==> config.mk <==
export PLATFORM = sky130hd
export DESIGN_NAME = sms_sequencer
export DESIGN_NICKNAME = d
export VERILOG_FILES = /design/src/verilog/sms_pkg.sv /design/src/verilog/sms_fifo.sv /design/src/verilog/sms_line.sv /design/src/verilog/sms_sequencer.sv
export SDC_FILE = /design/constraint.sdc
export NUM_CORES = 2
export LEC_CHECK = 0
export BUFFER_PORTS_ARGS = -buffer_cell sky130_fd_sc_hd__buf_2
export CAP_MARGIN = 15
export CORE_ASPECT_RATIO = 1.2
export CORE_MARGIN = 3
export CORE_UTILIZATION = 40
export CTS_BUF_LIST = sky130_fd_sc_hd__clkbuf_8
export DETAILED_ROUTE_END_ITERATION = 12
export PLACE_DENSITY = 0.55
export SLEW_MARGIN = 0
export SYNTH_ARGS = -nofsm -noshare
export SYNTH_HDL_FRONTEND = slang
export SYNTH_SLANG_ARGS = --single-unit
==> constraint.sdc <==
create_clock -name ref_clk -period 4.95 [get_ports ref_clk]
set_input_delay 0.2475 -clock ref_clk [delete_from_list [all_inputs] [get_ports ref_clk]]
set_output_delay 0.2475 -clock ref_clk [all_outputs]
set_load 0.05 [all_outputs]
==> src/verilog/sms_pkg.sv <==
// ==========================================================
// timing
package sms_pkg;
    localparam int CLK_HZ = 25_000_000;
    localparam int BAUD_BPS = 1200;
    localparam int BAUD_CYC = CLK_HZ / BAUD_BPS;
    localparam int MS_CYC = CLK_HZ / 1000;
    localparam int BREAK_MS = 12;
    localparam int MARK_MS = 9;
    localparam int REPLY_TMO_MS = 1000;
    localparam int SEC_MS = 1000;
    localparam int WARM_STEP_MS = 250;
    localparam int WARM_MAX_MS = 63750;
    // ==========================================================
    // register offsets and fields
    localparam logic [7:0] A_CTRL = 8'h00;
    localparam logic [7:0] A_STAT = 8'h04;
    localparam logic [7:0] A_FIFO = 8'h08;
    localparam logic [7:0] A_CFG0 = 8'h10;
    localparam int CTRL_START = 0;
    localparam int CTRL_CH = 4;
    localparam int CFG_ADDR = 0;
    localparam int CFG_WARM = 4;
    localparam int CFG_DIG = 12;
    localparam int CFG_CONC = 16;
    localparam int CFG_IDX = 20;
    localparam logic [3:0] CFG_ADDR_RST = 4'h0;
    localparam logic [7:0] CFG_WARM_RST = 8'h00;
    localparam logic [3:0] CFG_DIG_RST = 4'h0;
    localparam logic [3:0] CFG_IDX_RST = 4'h1;
    localparam logic [3:0] ADDR_MAX = 4'h9;
    localparam logic [3:0] DIG_MAX = 4'h9;
    // ==========================================================
    // line characters
    localparam logic [6:0] CH_ZERO = 7'h30;
    localparam logic [6:0] CH_NINE = 7'h39;
    localparam logic [6:0] CH_M = 7'h4d;
    localparam logic [6:0] CH_C = 7'h43;
    localparam logic [6:0] CH_D = 7'h44;
    localparam logic [6:0] CH_BANG = 7'h21;
    localparam logic [6:0] CH_PLUS = 7'h2b;
    localparam logic [6:0] CH_MINUS = 7'h2d;
    localparam logic [6:0] CH_LF = 7'h0a;
    // ==========================================================
    // sequencer states
    typedef enum logic [3:0] {
        S_IDLE = 4'h0,
        S_BRK = 4'h1,
        S_MARK = 4'h2,
        S_SEND = 4'h3,
        S_RECV = 4'h4,
        S_WAIT = 4'h5,
        S_STORE = 4'h6,
        S_PWR = 4'h7
    } sms_state_t;
endpackage : sms_pkg

==> src/verilog/sms_fifo.sv <==
`timescale 1ns/1ps
module sms_fifo
    import sms_pkg::*;
#(
    parameter int W = 32,
    parameter int DEPTH = 32
) (
    // clock and reset
    input wire logic ref_clk,
    input wire logic reset_n,
    // fill side
    input wire logic in_valid,
    output logic in_ready,
    input wire logic [W-1:0] in_data,
    // drain side
    output logic out_valid,
    input wire logic out_ready,
    output logic [W-1:0] out_data,
    output logic [$clog2(DEPTH):0] count
);
    localparam int AW = $clog2(DEPTH);
    if (DEPTH < 2 || (1 << AW) != DEPTH) begin : g_bad
        $error("fifo depth must be a power of two");
    end
    logic [W-1:0] mem [DEPTH];
    logic [AW:0] wp;
    logic [AW:0] rp;
    // full and empty from pointer wrap bits
    wire do_wr = in_valid && in_ready;
    wire do_rd = out_valid && out_ready;
    assign in_ready = count != (AW+1)'(DEPTH);
    assign out_valid = wp != rp;
    assign count = wp - rp;
    assign out_data = mem[rp[AW-1:0]];
    // pointers
    always_ff @(posedge ref_clk or negedge reset_n) begin
        if (!reset_n) begin
            wp <= '0;
            rp <= '0;
        end else begin
            wp <= wp + (AW+1)'(do_wr);
            rp <= rp + (AW+1)'(do_rd);
        end
    end
    // storage
    always_ff @(posedge ref_clk) begin
        if (do_wr) begin
            mem[wp[AW-1:0]] <= in_data;
        end
    end
endmodule : sms_fifo

==> src/verilog/sms_line.sv <==
`timescale 1ns/1ps
module sms_line
    import sms_pkg::*;
#(
    parameter int DIV = BAUD_CYC
) (
    // clock and reset
    input wire logic ref_clk,
    input wire logic reset_n,
    // transmit side
    input wire logic [6:0] tx_char,
    input wire logic tx_go,
    output logic tx_rdy,
    input wire logic brk,
    // receive side
    output logic [6:0] rx_char,
    output logic rx_valid,
    // line pin
    input wire logic line_in,
    output logic line_out,
    output logic line_oe_n
);
    localparam int CW = $clog2(DIV + 1);
    if (DIV < 4) begin : g_bad
        $error("baud divider too small");
    end
    // ==========================================================
    // transmit: start, 7 data, even parity, stop
    logic [9:0] tx_sh;
    logic [3:0] tx_n;
    logic [CW-1:0] tx_cnt;
    wire tx_tick = tx_cnt == CW'(DIV - 1);
    assign tx_rdy = tx_n == 4'h0 && !brk;
    always_ff @(posedge ref_clk or negedge reset_n) begin
        if (!reset_n) begin
            tx_sh <= 10'h3ff;
            tx_n <= 4'h0;
            tx_cnt <= '0;
        end else if (tx_go && tx_rdy) begin
            tx_sh <= {1'b1, ^tx_char, tx_char, 1'b0};
            tx_n <= 4'ha;
            tx_cnt <= '0;
        end else if (tx_n != 4'h0) begin
            tx_cnt <= tx_tick ? '0 : tx_cnt + CW'(1);
            if (tx_tick) begin
                tx_sh <= {1'b1, tx_sh[9:1]};
                tx_n <= tx_n - 4'h1;
            end
        end
    end
    // pin drive, released when idle
    assign line_out = brk ? 1'b0 : tx_sh[0];
    assign line_oe_n = !(brk || tx_n != 4'h0);
    // ==========================================================
    // receive: three-stage sync, level accepted when the last two stages agree
    logic s1, s2, s3, filt, filt_q;
    logic [7:0] rx_sh;
    logic [3:0] rx_n;
    logic [CW-1:0] rx_cnt;
    wire rx_idle = rx_n == 4'h0;
    wire rx_fall = filt_q && !filt && rx_idle && line_oe_n;
    wire rx_samp = !rx_idle && rx_cnt == '0;
    always_ff @(posedge ref_clk or negedge reset_n) begin
        if (!reset_n) begin
            {s1, s2, s3, filt, filt_q} <= 5'h1f;
        end else begin
            {s1, s2, s3} <= {line_in, s1, s2};
            filt <= (s2 == s3) ? s3 : filt;
            filt_q <= filt;
        end
    end
    // bit timing, sampled mid-bit
    always_ff @(posedge ref_clk or negedge reset_n) begin
        if (!reset_n) begin
            rx_n <= 4'h0;
            rx_cnt <= '0;
            rx_sh <= 8'h00;
        end else if (rx_fall) begin
            rx_n <= 4'ha;
            rx_cnt <= CW'(DIV / 2);
        end else if (!rx_idle) begin
            rx_cnt <= rx_samp ? CW'(DIV - 1) : rx_cnt - CW'(1);
            if (rx_samp) begin
                rx_n <= (rx_n == 4'ha && filt) ? 4'h0 : rx_n - 4'h1;
                if (rx_n != 4'ha && rx_n != 4'h1) begin
                    rx_sh <= {filt, rx_sh[7:1]};
                end
            end
        end
    end
    // character out on a good stop bit and parity
    always_ff @(posedge ref_clk or negedge reset_n) begin
        if (!reset_n) begin
            rx_valid <= 1'b0;
            rx_char <= 7'h00;
        end else begin
            rx_valid <= rx_samp && rx_n == 4'h1 && filt && !(^rx_sh);
            rx_char <= rx_sh[6:0];
        end
    end
endmodule : sms_line

==> src/verilog/sms_sequencer.sv <==
`timescale 1ns/1ps
// Overview of operation
// RULE1 - each channel's sensor address is accepted only from 0 to 9
// RULE2 - warm-up is 0 to 63750 ms, set in 250 ms steps
// RULE3 - sensor power goes on only when a measurement starts, held through warm-up
// RULE4 - measurement command M0..M9 (or C) sent to the addressed sensor
// RULE5 - the sensor starts measuring and replying on that command
// RULE6 - the sensor first acknowledges with its measurement delay
// RULE7 - after that delay, D commands fetch data until all values arrive
// RULE8 - the value set may differ per numbered measurement command
// RULE9 - only the value at the reading index is kept, index 1 is first
// RULE10 - sensors sharing a bus each have their own address
// RULE11 - sensors usually answer at address zero by default
// RULE12 - each channel has its own settings and its own tag in recording
// RULE13 - power off after transfer end or warm-up end, whichever is later
// RULE14 - fewer values than the reading index marks the record invalid
module sms_sequencer
    import sms_pkg::*;
#(
    parameter int NCH = 4,
    parameter int CLK_PER_MS = MS_CYC,
    parameter int BAUD_DIV = BAUD_CYC,
    parameter int FIFO_DEPTH = 32
) (
    // clock and reset
    input wire logic ref_clk,
    input wire logic reset_n,
    // register port
    input wire logic [7:0] reg_addr,
    input wire logic [31:0] reg_wdata,
    input wire logic reg_wr,
    input wire logic reg_rd,
    output logic [31:0] reg_rdata,
    // sensor bus
    input wire logic sdi_in,
    output logic sdi_out,
    output logic sdi_oe_n,
    output logic sensor_pwr
);
    localparam int MSW = $clog2(CLK_PER_MS);
    if (NCH < 1 || NCH > 4 || CLK_PER_MS < 2) begin : g_bad
        $error("channel count or ms divider out of range");
    end
    // ==========================================================
    // channel configuration
    logic [3:0] cfg_addr [NCH];
    logic [7:0] cfg_warm [NCH];
    logic [3:0] cfg_dig [NCH];
    logic cfg_conc [NCH];
    logic [3:0] cfg_idx [NCH];
    // register decode
    wire [1:0] cfg_sel = reg_addr[3:2];
    wire cfg_hit = reg_addr[7:4] == A_CFG0[7:4] && 32'(cfg_sel) < NCH;
    wire wr_ctrl = reg_wr && reg_addr == A_CTRL;
    wire rd_fifo = reg_rd && reg_addr == A_FIFO;
    wire [1:0] w_ch = reg_wdata[CTRL_CH +: 2];
    wire [3:0] w_addr = reg_wdata[CFG_ADDR +: 4];
    wire [3:0] w_dig = reg_wdata[CFG_DIG +: 4];
    genvar gi;
    for (gi = 0; gi < NCH; gi++) begin : g_cfg
        wire we = reg_wr && cfg_hit && cfg_sel == 2'(gi);
        always_ff @(posedge ref_clk or negedge reset_n) begin
            if (!reset_n) begin
                cfg_addr[gi] <= CFG_ADDR_RST;
                cfg_warm[gi] <= CFG_WARM_RST;
                cfg_dig[gi] <= CFG_DIG_RST;
                cfg_conc[gi] <= 1'b0;
                cfg_idx[gi] <= CFG_IDX_RST;
            end else if (we) begin
                if (w_addr <= ADDR_MAX) cfg_addr[gi] <= w_addr; // RULE1
                cfg_warm[gi] <= reg_wdata[CFG_WARM +: 8]; // RULE2
                if (w_dig <= DIG_MAX) cfg_dig[gi] <= w_dig; // RULE4
                cfg_conc[gi] <= reg_wdata[CFG_CONC];
                cfg_idx[gi] <= reg_wdata[CFG_IDX +: 4];
            end
        end
    end
    // ==========================================================
    // sequencer state
    sms_state_t state, next_state;
    logic [1:0] cur_ch;
    logic is_d, tmo, sel, neg, got_val, last_inv;
    logic [3:0] dnum;
    logic [2:0] tx_pos;
    logic [4:0] rx_pos;
    logic [9:0] ttt;
    logic [6:0] nexp, vtot;
    logic [23:0] acc;
    logic [19:0] tmr;
    logic [15:0] warm_left;
    logic [MSW-1:0] ms_cnt;
    logic tx_rdy, rx_valid, f_in_ready, f_valid;
    logic [6:0] rx_char, tx_ch;
    logic [31:0] f_data;
    logic [$clog2(FIFO_DEPTH):0] f_cnt;
    // current channel settings
    wire [3:0] c_addr = cfg_addr[cur_ch];
    wire [3:0] c_dig = cfg_dig[cur_ch];
    wire c_conc = cfg_conc[cur_ch];
    wire [3:0] c_idx = cfg_idx[cur_ch];
    // events
    wire ms_tick = ms_cnt == MSW'(CLK_PER_MS - 1);
    wire tmr_done = tmr == 20'h0;
    wire warm_done = warm_left == 16'h0;
    wire wr_start = wr_ctrl && reg_wdata[CTRL_START] && 32'(w_ch) < NCH;
    wire rx_lf = rx_valid && rx_char == CH_LF;
    wire rx_digit = rx_char >= CH_ZERO && rx_char <= CH_NINE;
    wire rx_sign = rx_char == CH_PLUS || rx_char == CH_MINUS;
    wire [3:0] rx_dv = rx_char[3:0];
    wire hit_idx = {3'h0, c_idx} == vtot + 7'h1;
    wire data_done = vtot >= nexp || !got_val || dnum == DIG_MAX; // RULE7
    wire bad = tmo || c_idx == 4'h0 || {3'h0, c_idx} > vtot; // RULE14
    wire push = state == S_STORE && f_in_ready;
    wire [23:0] val = neg ? -acc : acc;
    // ==========================================================
    // command characters: address, M/C/D, digit (left out for M/C with digit 0), '!'
    wire [3:0] dg = is_d ? dnum : c_dig;
    wire skip_dg = !is_d && dg == 4'h0;
    wire [2:0] tx_len = skip_dg ? 3'h3 : 3'h4;
    wire tx_go = state == S_SEND && tx_pos != tx_len;
    wire tx_done = state == S_SEND && tx_pos == tx_len && tx_rdy;
    wire [6:0] op_ch = is_d ? CH_D : (c_conc ? CH_C : CH_M);
    always_comb begin
        case (tx_pos)
            3'h0: tx_ch = CH_ZERO | {3'h0, c_addr};
            3'h1: tx_ch = op_ch; // RULE4
            3'h2: tx_ch = skip_dg ? CH_BANG : (CH_ZERO | {3'h0, dg});
            default: tx_ch = CH_BANG;
        endcase
    end
    // next state
    always_comb begin
        next_state = state;
        case (state)
            S_IDLE: if (wr_start) next_state = S_BRK;
            S_BRK: if (tmr_done) next_state = S_MARK;
            S_MARK: if (tmr_done) next_state = S_SEND;
            S_SEND: if (tx_done) next_state = S_RECV;
            S_RECV: begin
                if (tmr_done) begin
                    next_state = S_STORE;
                end else if (rx_lf && !is_d) begin
                    if (nexp == 7'h0) next_state = S_STORE;
                    else next_state = (ttt == 10'h0) ? S_MARK : S_WAIT; // RULE6
                end else if (rx_lf) begin
                    next_state = data_done ? S_STORE : S_MARK; // RULE7
                end
            end
            S_WAIT: if (tmr_done || (rx_lf && !c_conc)) next_state = S_MARK; // RULE7
            S_STORE: if (push) next_state = S_PWR;
            S_PWR: if (warm_done) next_state = S_IDLE; // RULE13
            default: next_state = S_IDLE;
        endcase
    end
    // timer load per state entry, in ms
    wire entering = next_state != state;
    wire [19:0] tmr_load =
        next_state == S_BRK ? 20'(BREAK_MS + 1) :
        next_state == S_MARK ? 20'(MARK_MS + 1) :
        next_state == S_WAIT ? 20'(ttt * SEC_MS + 1) : 20'(REPLY_TMO_MS);
    // ==========================================================
    // ms divider and timers
    always_ff @(posedge ref_clk or negedge reset_n) begin
        if (!reset_n) begin
            ms_cnt <= '0;
            tmr <= 20'h0;
        end else begin
            ms_cnt <= ms_tick ? '0 : ms_cnt + MSW'(1);
            if (entering) tmr <= tmr_load;
            else if (ms_tick && !tmr_done) tmr <= tmr - 20'h1;
        end
    end
    // sensor power and warm-up window
    always_ff @(posedge ref_clk or negedge reset_n) begin
        if (!reset_n) begin
            sensor_pwr <= 1'b0;
            warm_left <= 16'h0;
        end else if (state == S_IDLE && wr_start) begin
            sensor_pwr <= 1'b1; // RULE3
            warm_left <= 16'(cfg_warm[w_ch] * WARM_STEP_MS); // RULE2
        end else begin
            if (ms_tick && !warm_done) warm_left <= warm_left - 16'h1; // RULE3
            if (state == S_PWR && warm_done) sensor_pwr <= 1'b0; // RULE13
        end
    end
    // state and command progress
    always_ff @(posedge ref_clk or negedge reset_n) begin
        if (!reset_n) begin
            state <= S_IDLE;
            cur_ch <= 2'h0;
            is_d <= 1'b0;
            dnum <= 4'h0;
            tx_pos <= 3'h0;
            tmo <= 1'b0;
            last_inv <= 1'b0;
        end else begin
            state <= next_state;
            if (state == S_IDLE && wr_start) begin
                cur_ch <= w_ch; // RULE12
                is_d <= 1'b0;
                dnum <= 4'h0;
                tmo <= 1'b0;
            end
            if (next_state == S_SEND && entering) tx_pos <= 3'h0;
            else if (tx_go && tx_rdy) tx_pos <= tx_pos + 3'h1;
            if (state == S_RECV && tmr_done) tmo <= 1'b1;
            if (state == S_RECV && rx_lf && !is_d) is_d <= 1'b1;
            if (state == S_RECV && rx_lf && is_d && !data_done) dnum <= dnum + 4'h1;
            if (push) last_inv <= bad;
        end
    end
    // reply parsing: delay and count, then signed values
    always_ff @(posedge ref_clk or negedge reset_n) begin
        if (!reset_n) begin
            rx_pos <= 5'h0;
            ttt <= 10'h0;
            nexp <= 7'h0;
            vtot <= 7'h0;
            acc <= 24'h0;
            {sel, neg, got_val} <= 3'h0;
        end else if (state == S_IDLE && wr_start) begin
            {ttt, nexp, vtot, acc} <= '0;
            {sel, neg} <= 2'h0;
        end else if (state != S_RECV) begin
            rx_pos <= 5'h0;
            got_val <= 1'b0;
            sel <= 1'b0;
        end else if (rx_valid && !rx_lf) begin
            rx_pos <= rx_pos + 5'h1;
            if (!is_d && rx_digit && rx_pos != 5'h0 && rx_pos <= 5'h3) begin
                ttt <= 10'(ttt * 10 + rx_dv); // RULE6
            end else if (!is_d && rx_digit && rx_pos > 5'h3) begin
                nexp <= 7'(nexp * 10 + rx_dv);
            end else if (is_d && rx_sign) begin
                vtot <= vtot + 7'h1;
                got_val <= 1'b1;
                sel <= hit_idx; // RULE9
                if (hit_idx) neg <= rx_char == CH_MINUS;
            end else if (is_d && rx_digit && sel) begin
                acc <= 24'(acc * 10 + rx_dv); // RULE9
            end
        end
    end
    // ==========================================================
    // line and recording buffer
    sms_line #(.DIV(BAUD_DIV)) u_line (
        .ref_clk(ref_clk),
        .reset_n(reset_n),
        .tx_char(tx_ch),
        .tx_go(tx_go),
        .tx_rdy(tx_rdy),
        .brk(state == S_BRK),
        .rx_char(rx_char),
        .rx_valid(rx_valid),
        .line_in(sdi_in),
        .line_out(sdi_out),
        .line_oe_n(sdi_oe_n)
    );
    sms_fifo #(.W(32), .DEPTH(FIFO_DEPTH)) u_fifo (
        .ref_clk(ref_clk),
        .reset_n(reset_n),
        .in_valid(state == S_STORE),
        .in_ready(f_in_ready),
        .in_data({bad, 5'h0, cur_ch, bad ? 24'h0 : val}), // RULE12
        .out_valid(f_valid),
        .out_ready(rd_fifo),
        .out_data(f_data),
        .count(f_cnt)
    );
    // ==========================================================
    // register read
    wire [31:0] cfg_word = {8'h0, cfg_idx[cfg_sel], 3'h0, cfg_conc[cfg_sel],
        cfg_dig[cfg_sel], cfg_warm[cfg_sel], cfg_addr[cfg_sel]};
    wire [31:0] stat_word = {16'h0, 8'(f_cnt), state, last_inv, f_valid,
        sensor_pwr, state != S_IDLE};
    wire [31:0] rd_mux =
        reg_addr == A_STAT ? stat_word :
        reg_addr == A_FIFO ? (f_valid ? f_data : 32'h0) :
        cfg_hit ? cfg_word : 32'h0;
    always_ff @(posedge ref_clk or negedge reset_n) begin
        if (!reset_n) reg_rdata <= 32'h0;
        else reg_rdata <= reg_rd ? rd_mux : 32'h0;
    end
endmodule : sms_sequencer

# Yosys cells after proc, flatten, opt, wreduce, memory -nomap -nowiden
# Memory sizes are Yosys's and may differ from the RTL's.
# Index checks and enable logic that the tools add are counted.
dict set report totals {
  memories 1
  in_bits 45
  output_inout_bits 35
  ff_bits 321
  ramBits 864
  wordCells 401
}
dict set report classes {
  eq_ne 46
  order_cmp 11
  n_mul 5
  n_reduce_logical 123
  n_mux 135
  bitwise_logic 6
  addsub 19
}
# name words width rd rd_ports_with_merged_regs wr line
set memory_table {}
lappend memory_table {u_fifo.mem 32 27 1 0 1 sms_fifo.sv:25} ;# logic [W-1:0] mem [DEPTH];
# operator count
set op_table {}
lappend op_table {{2-to-1 mux 24 bit} 10}
lappend op_table {{2-to-1 mux 4 bit} 34}
lappend op_table {{2-to-1 mux 32 bit} 4}
lappend op_table {{2-to-1 mux 15 bit} 7}
lappend op_table {{2-to-1 mux 20 bit} 5}
lappend op_table {{2-to-1 mux 7 bit} 11}
lappend op_table {{2-to-1 mux 10 bit} 7}
lappend op_table {{binary-select mux 4 bit (select 2 bit)} 6}
lappend op_table {{logical AND 1 bit} 47}
lappend op_table {{nonzero test 2 bit} 18}
lappend op_table {{binary-select mux 8 bit (select 2 bit)} 2}
lappend op_table {{2-to-1 mux 16 bit} 2}
lappend op_table {{2-to-1 mux 8 bit} 4}
lappend op_table {{case mux 4 bit (8 select lines)} 1}
lappend op_table {{adder 15 x 1 -> 15 bit, second input constant} 2}
lappend op_table {{== test 15 bit, second input constant} 2}
lappend op_table {{2-to-1 mux 1 bit} 30}
lappend op_table {{adder 24 x 4 -> 24 bit} 1}
lappend op_table {{multiplier 24 x 3 -> 23 bit, second input constant} 1}
lappend op_table {{negator 24 bit} 1}
lappend op_table {{AND reduction 2 bit} 11}
lappend op_table {{case mux 7 bit (3 select lines)} 1}
lappend op_table {{adder 20 x 1 -> 20 bit, second input constant} 1}
lappend op_table {{== test 4 x 3 -> 1 bit, second input constant} 5}
lappend op_table {{72 further kinds} 132}

# Depth between registers and ports, before layout
dict set report logic_depth {
  word_depth 18
  ltp_mapped 20
  ltp_nobuf 19
}

# Cells and area by module
# Synthesis repeated with hierarchy kept, for this count alone.
dict set report hier_totals {
  cells_unflattened 3953
  hier_area_um2 61373.9
}
# module n_inst seq_area_each_um2 area_each_um2 cells_per_inst
set by_module_without_submodules {}
lappend by_module_without_submodules {sms_fifo 1 31049.8 39628.0 1798}
lappend by_module_without_submodules {sms_sequencer 1 6010.8 18183.7 1828}
lappend by_module_without_submodules {sms_line 1 1719.1 3562.2 327}

# Worst setup path before layout
# No wires, ideal clock.
dict set report synth_timing {
  kind {reg-to-reg}
  start {register u_fifo.rp[2]}
  end {memory u_fifo.mem[29][0] in the netlist's numbering (enable)}
  path_buffers 3
  path_stages_with_launch 14
  t_required_ns 4.539
  slack_ns -0.270
  setup_time_ns 0.411
  t_arrival_ns 4.809
  path_cell_list {dfrtp_1 inv_1 buf_2 clkbuf_1 buf_1 ha_1 a21o_1 a21o_1 a221oi_1 xor2_1 o311a_1 nor2b_1 nand2_1 nor2_1}
}
dict set report synth_via {
  elab_chain_cells 5
}
# element line
set synth_lines {}
lappend synth_lines {{start, declared} sms_fifo.sv:27} ;# logic [AW:0] rp;
lappend synth_lines {{start signal, assigned} sms_fifo.sv:42} ;# rp <= rp + (AW+1)'(do_rd);
lappend synth_lines {{subtractor 6 bit} sms_fifo.sv:33} ;# assign count = wp - rp;
lappend synth_lines {{!= test 6 bit} sms_fifo.sv:31} ;# assign in_ready = count != (AW+1)'(DEPTH);
lappend synth_lines {{logical AND 1 bit} n/a}
lappend synth_lines {{via push} sms_sequencer.sv:113} ;# wire push = state == S_STORE && f_in_ready;
lappend synth_lines {{2-to-1 mux 1 bit} sms_fifo.sv:47} ;# if (do_wr) begin
lappend synth_lines {{2-to-1 mux 1 bit (implied by the code)} sms_fifo.sv:48} ;# mem[wp[AW-1:0]] <= in_data;
lappend synth_lines {{end, declared} sms_fifo.sv:25}
# The timed path passes the listed nets, and every way through them passes these cells.

# Worst setup path in the final report
dict set report layout_timing {
  start {register cfg_warm[0] in the netlist's numbering}
  end {register warm_left[15]}
}
dict set report layout_via {
  elab_chain_cells 5
}
# element line
set layout_lines {}
lappend layout_lines {{start, declared} sms_sequencer.sv:47} ;# logic [7:0] cfg_warm [NCH];
lappend layout_lines {{start signal, assigned by index} sms_sequencer.sv:71} ;# cfg_warm[gi] <= reg_wdata[CFG_WARM +: 8];
lappend layout_lines {{binary-select mux 8 bit (select 2 bit)} sms_sequencer.sv:180} ;# warm_left <= 16'(cfg_warm[w_ch] * WARM_STEP_MS);
lappend layout_lines {{2-to-1 mux 8 bit (implied by the code) (2 in series)} sms_sequencer.sv:180}
lappend layout_lines {{multiplier 8 x 7 -> 15 bit} sms_sequencer.sv:180}
lappend layout_lines {{2-to-1 mux 16 bit} sms_sequencer.sv:178} ;# end else if (state == S_IDLE && wr_start) begin
lappend layout_lines {{end signal, assigned} sms_sequencer.sv:180}
lappend layout_lines {{end signal, assigned} sms_sequencer.sv:182} ;# if (ms_tick && !warm_done) warm_left <= warm_left - 16'h1;
lappend layout_lines {{end, declared} sms_sequencer.sv:90} ;# logic [15:0] warm_left;
# Every way passes these cells. The select of a mux whose other input is x is not followed.
# A chain may end at the register's enable or synchronous reset.

==> out/metrics.csv <==
stage;metric;value;unit
outcome;status;complete, no violations;
power_and_ir_drop;total_power;0.0218;W
synthesis;post-synth-top-count-cell;edfxtp_1;
synthesis;synth_cells;3456;
critical_path;startpoint;cfg_warm[0];
power_and_ir_drop;peakVddDrop;266;µV
detailed_routing;drtIter0Drc;2303;
synthesis;synth_seq_area_share;62.1;%
finish;register_area;33900;µm²
cts;cts_buffers;193;
finish;layout-drive-gt1-share;25.0;%
finish;instances_no_fill;5714;
placed_design;place_hpwl;88200;µm
critical_path;worstPathArrival;5.50;ns
cts;cts.clk_slew.worst_paths;0.06;ns
grt;grt_pass1_vias;32700;
critical_path;worstPathMaxFanout;3;
timing;skew;0.0595;ns
detailed_routing;via_count;31200;
job;drv_cap;0;
synthesis;synth_largest_area_cell;edfxtp_1;
cts;clock_path_buffers;3;
grt;grt_use_total;20.4;%
finish;multi_input_area;19800;µm²
detailed_routing;ant_nets;0;
timing;setup_viol;0;
cts;cts-root-buf;clkbuf_8;
cts;cts_tree;done;
synthesis;synth.area.top_cells;edfxtp_1 (48%), dfrtp_1 (14%), mux4_2 (13%), ha_1 (4.3%), fa_1 (2.1%);
timing;slew_viol_final;0;
timing;worst_slack;0.226;ns
finish;finish.utilization;46.4;%
detailed_routing;wl_per_cell;24.7;µm
synthesis;synth_top_area_share;47.6;%
synthesis;synth_commonest_cells;edfxtp_1 (864), mux4_2 (312), dfrtp_1 (297);
detailed_routing;routed_wl;141000;µm
timing;tns;0;ns
timing;fin_crit_sh;95.4;%
cts;clkSinkCount;1179;
grt;antenna_found_initial;1;
detailed_routing;drc;0;
cts;clock_latency;0.93;ns
finish;fill_cells;11700;
synthesis;postSynthAreaPerCell;15.8;µm²
critical_path;cp-start-kind;register;
placed_design;routabilityCongestion;0.791;
critical_path;crit_required;5.73;ns
synthesis;synth_top_flop_cell;edfxtp_1;
synthesis;ys_ff_latch;1179;
min_path;hp-start;reg_addr[0];
detailed_routing;firstDrtPassIters;8;
min_path;hold_path_class;in -> reg;
timing;finalHoldViolCount;0;
grt;grt_overflow;0;
synthesis;synthArstFlopShare;26.7;%
timing;tightest_slew;1.07;ns
placed_design;port_buffers;63;
timing;fmax;0.212;GHz
critical_path;path_class;reg -> reg;
grt;grt_pass1_wl;214000;µm
grt;grt_start_max_net_pins;110;
power_and_ir_drop;p_per_area;350;nW/µm²
critical_path;r2r-start;cfg_warm[0];
die;rows;147;
power_and_ir_drop;p_leak;22.3;nW
die;start_util;40.5;%
placed_design;placed_cells;5316;
synthesis;syn_area;54500;µm²
synthesis;ys_types;86;
die;fp.dieW;343;µm
timing;rsz0062_at_grt;false;
die;fp.coreArea;134000;µm²
cts;h-tree-depth;4;
synthesis;synth_edf_count;864;
synthesis;yosysWarnings;0;
timing;min_period;4.72;ns
finish;nets;4050;
timing;slew_headroom;28.8;%
finish;syn2layout_area_growth;14.5;%
placed_design;pre_cts_ws;-0.159;ns
detailed_routing;vias_per_cell;5.46;
critical_path;crit_path_end_kind;register;
die;die_y;410;µm
die;ios;80;
cts;post_cts_buffers;0;
die;dieArea;141000;µm²
-- per-stage QoR --
stage	hold WS (ns)	instance area, µm²
6_report	0.186	62400
5_1_grt	0.134	62400
4_1_cts	0.0659	62300
3_5_place_dp	0.218	58100
3_3_place_gp	0.216	58100
2_1_floorplan	-0.0481	54500
-- worst max-delay path, cell delays in order, from the launching register on --
cell	delay, ns
dfrtp_1	0.38
mux4_2	0.51
fa_1	0.57
inv_1	0.06
fa_1	0.49
fa_1	0.43
fa_1	0.49
inv_1	0.06
ha_4	0.24
inv_1	0.05
o21bai_1	0.08
a21oi_2	0.15
nor2b_1	0.06
o21a_1	0.18
o31a_1	0.31
o41ai_2	0.30
xnor2_1	0.16
a21oi_1	0.09
-- final timing paths --
check | endpoint | cells past startpoint | slack (ns)
setup / recovery | warm_left[15] | 17 | 0.23
hold / removal | warm_left[11] | 4 | 0.19
setup reg to reg | warm_left[15] | 17 | 0.23
hold reg to reg | u_line.s2 | 0 | 0.35
max in group asynchronous | u_fifo.rp[3] | 4 | 3.52
min in group asynchronous | warm_left[15] | 4 | 0.48
-- report_power, final --
| group | leakage, nW | internal [W] | switching, W |
|---|---|---|---|
| registers | 11.1 | 0.0108 | 0.000150 |
| logic | 8.95 | 0.00111 | 0.00136 |
| clock network | 2.23 | 0.00430 | 0.00407 |
| total | 22.3 | 0.0162 | 0.00558 |
-- area by class of cell --
cell class,instances,area share [%]
antenna,1,0.00401
clock buffer,211,4.66
clock inverter,149,1.46
inverter,175,1.06
multi-input combinational,1967,31.7
sequential,1179,54.3
tap,1788,3.59
timing repair buffer,244,3.24
-- kinds of logic (layout without fill, tap and decap cells) --
family | after synthesis | in the layout | share of synthesized area (%)
DFF | 1179 | 1179 | 62.1
and+or+nand+nor | 723 | 723 | 6.43
muxes | 422 | 422 | 15.1
AOI/OAI and AO/OA | 372 | 372 | 4.40
buffers and inverters | 315 | 779 | 2.28
adders and majority gates | 246 | 246 | 6.44
xor gates and xnor gates | 198 | 198 | 3.18
other | 1 | 7 | 0.00688
-- state kept, by name, summed over array words and instances (netlist names), 16 cells and up --
signal,flops
acc,24
cfg_addr,16
cfg_dig,16
cfg_idx,16
cfg_warm,32
reg_rdata,27
tmr,20
u_fifo.mem,864
warm_left,16
-- placed cells by master (no fill, tap or decap), types with 12 or more instances in the layout --
master | netlist | routed
a21o_1 | 24 | 24
a21oi_1 | 101 | 97
and2_1 | 17 | 17
buf_12 | 0 | 16
buf_2 | 19 | 62
buf_4 | 6 | 128
clkbuf_8 | 0 | 211
clkinv_1 | 0 | 30
clkinv_2 | 0 | 25
dfrtp_1 | 297 | 293
dfstp_2 | 18 | 18
dlygate4sd3_1 | 0 | 33
edfxtp_1 | 864 | 864
fa_1 | 58 | 58
ha_1 | 187 | 184
inv_1 | 174 | 243
mux2_2 | 90 | 90
mux2i_1 | 19 | 19
mux4_2 | 312 | 312
nand2_1 | 190 | 190
nand2b_1 | 18 | 18
nand3_1 | 73 | 73
nand4_1 | 24 | 24
nor2_1 | 207 | 159
nor2_2 | 1 | 17
nor2_4 | 0 | 32
nor2b_1 | 35 | 35
nor3_1 | 51 | 51
nor4_1 | 22 | 22
o211ai_1 | 13 | 13
o21ai_0 | 90 | 90
o22a_1 | 12 | 12
o31ai_1 | 22 | 22
or3_1 | 23 | 22
xnor2_1 | 109 | 109
xor2_1 | 89 | 89
-- metal layers --
metal / vias up / global-route usage [%] / share of wire, %
met3: 216 / 3.45 / 5.0
met5: - / 0 / 0
met2: 746 / 34.5 / 50
met4: 0 / 6.03 / 2.5
met1: 16400 / 27.0 / 43
li1: 13900 / - / -
-- repair_timing --
action                                 4_1_cts  5_1_grt
endpoints found under the hold margin      407        0
hold buffers                                34        0
setup endpoints to repair                    0        4
resized for setup                            0        9
No activity file was read; power rests on OpenSTA's default activity.
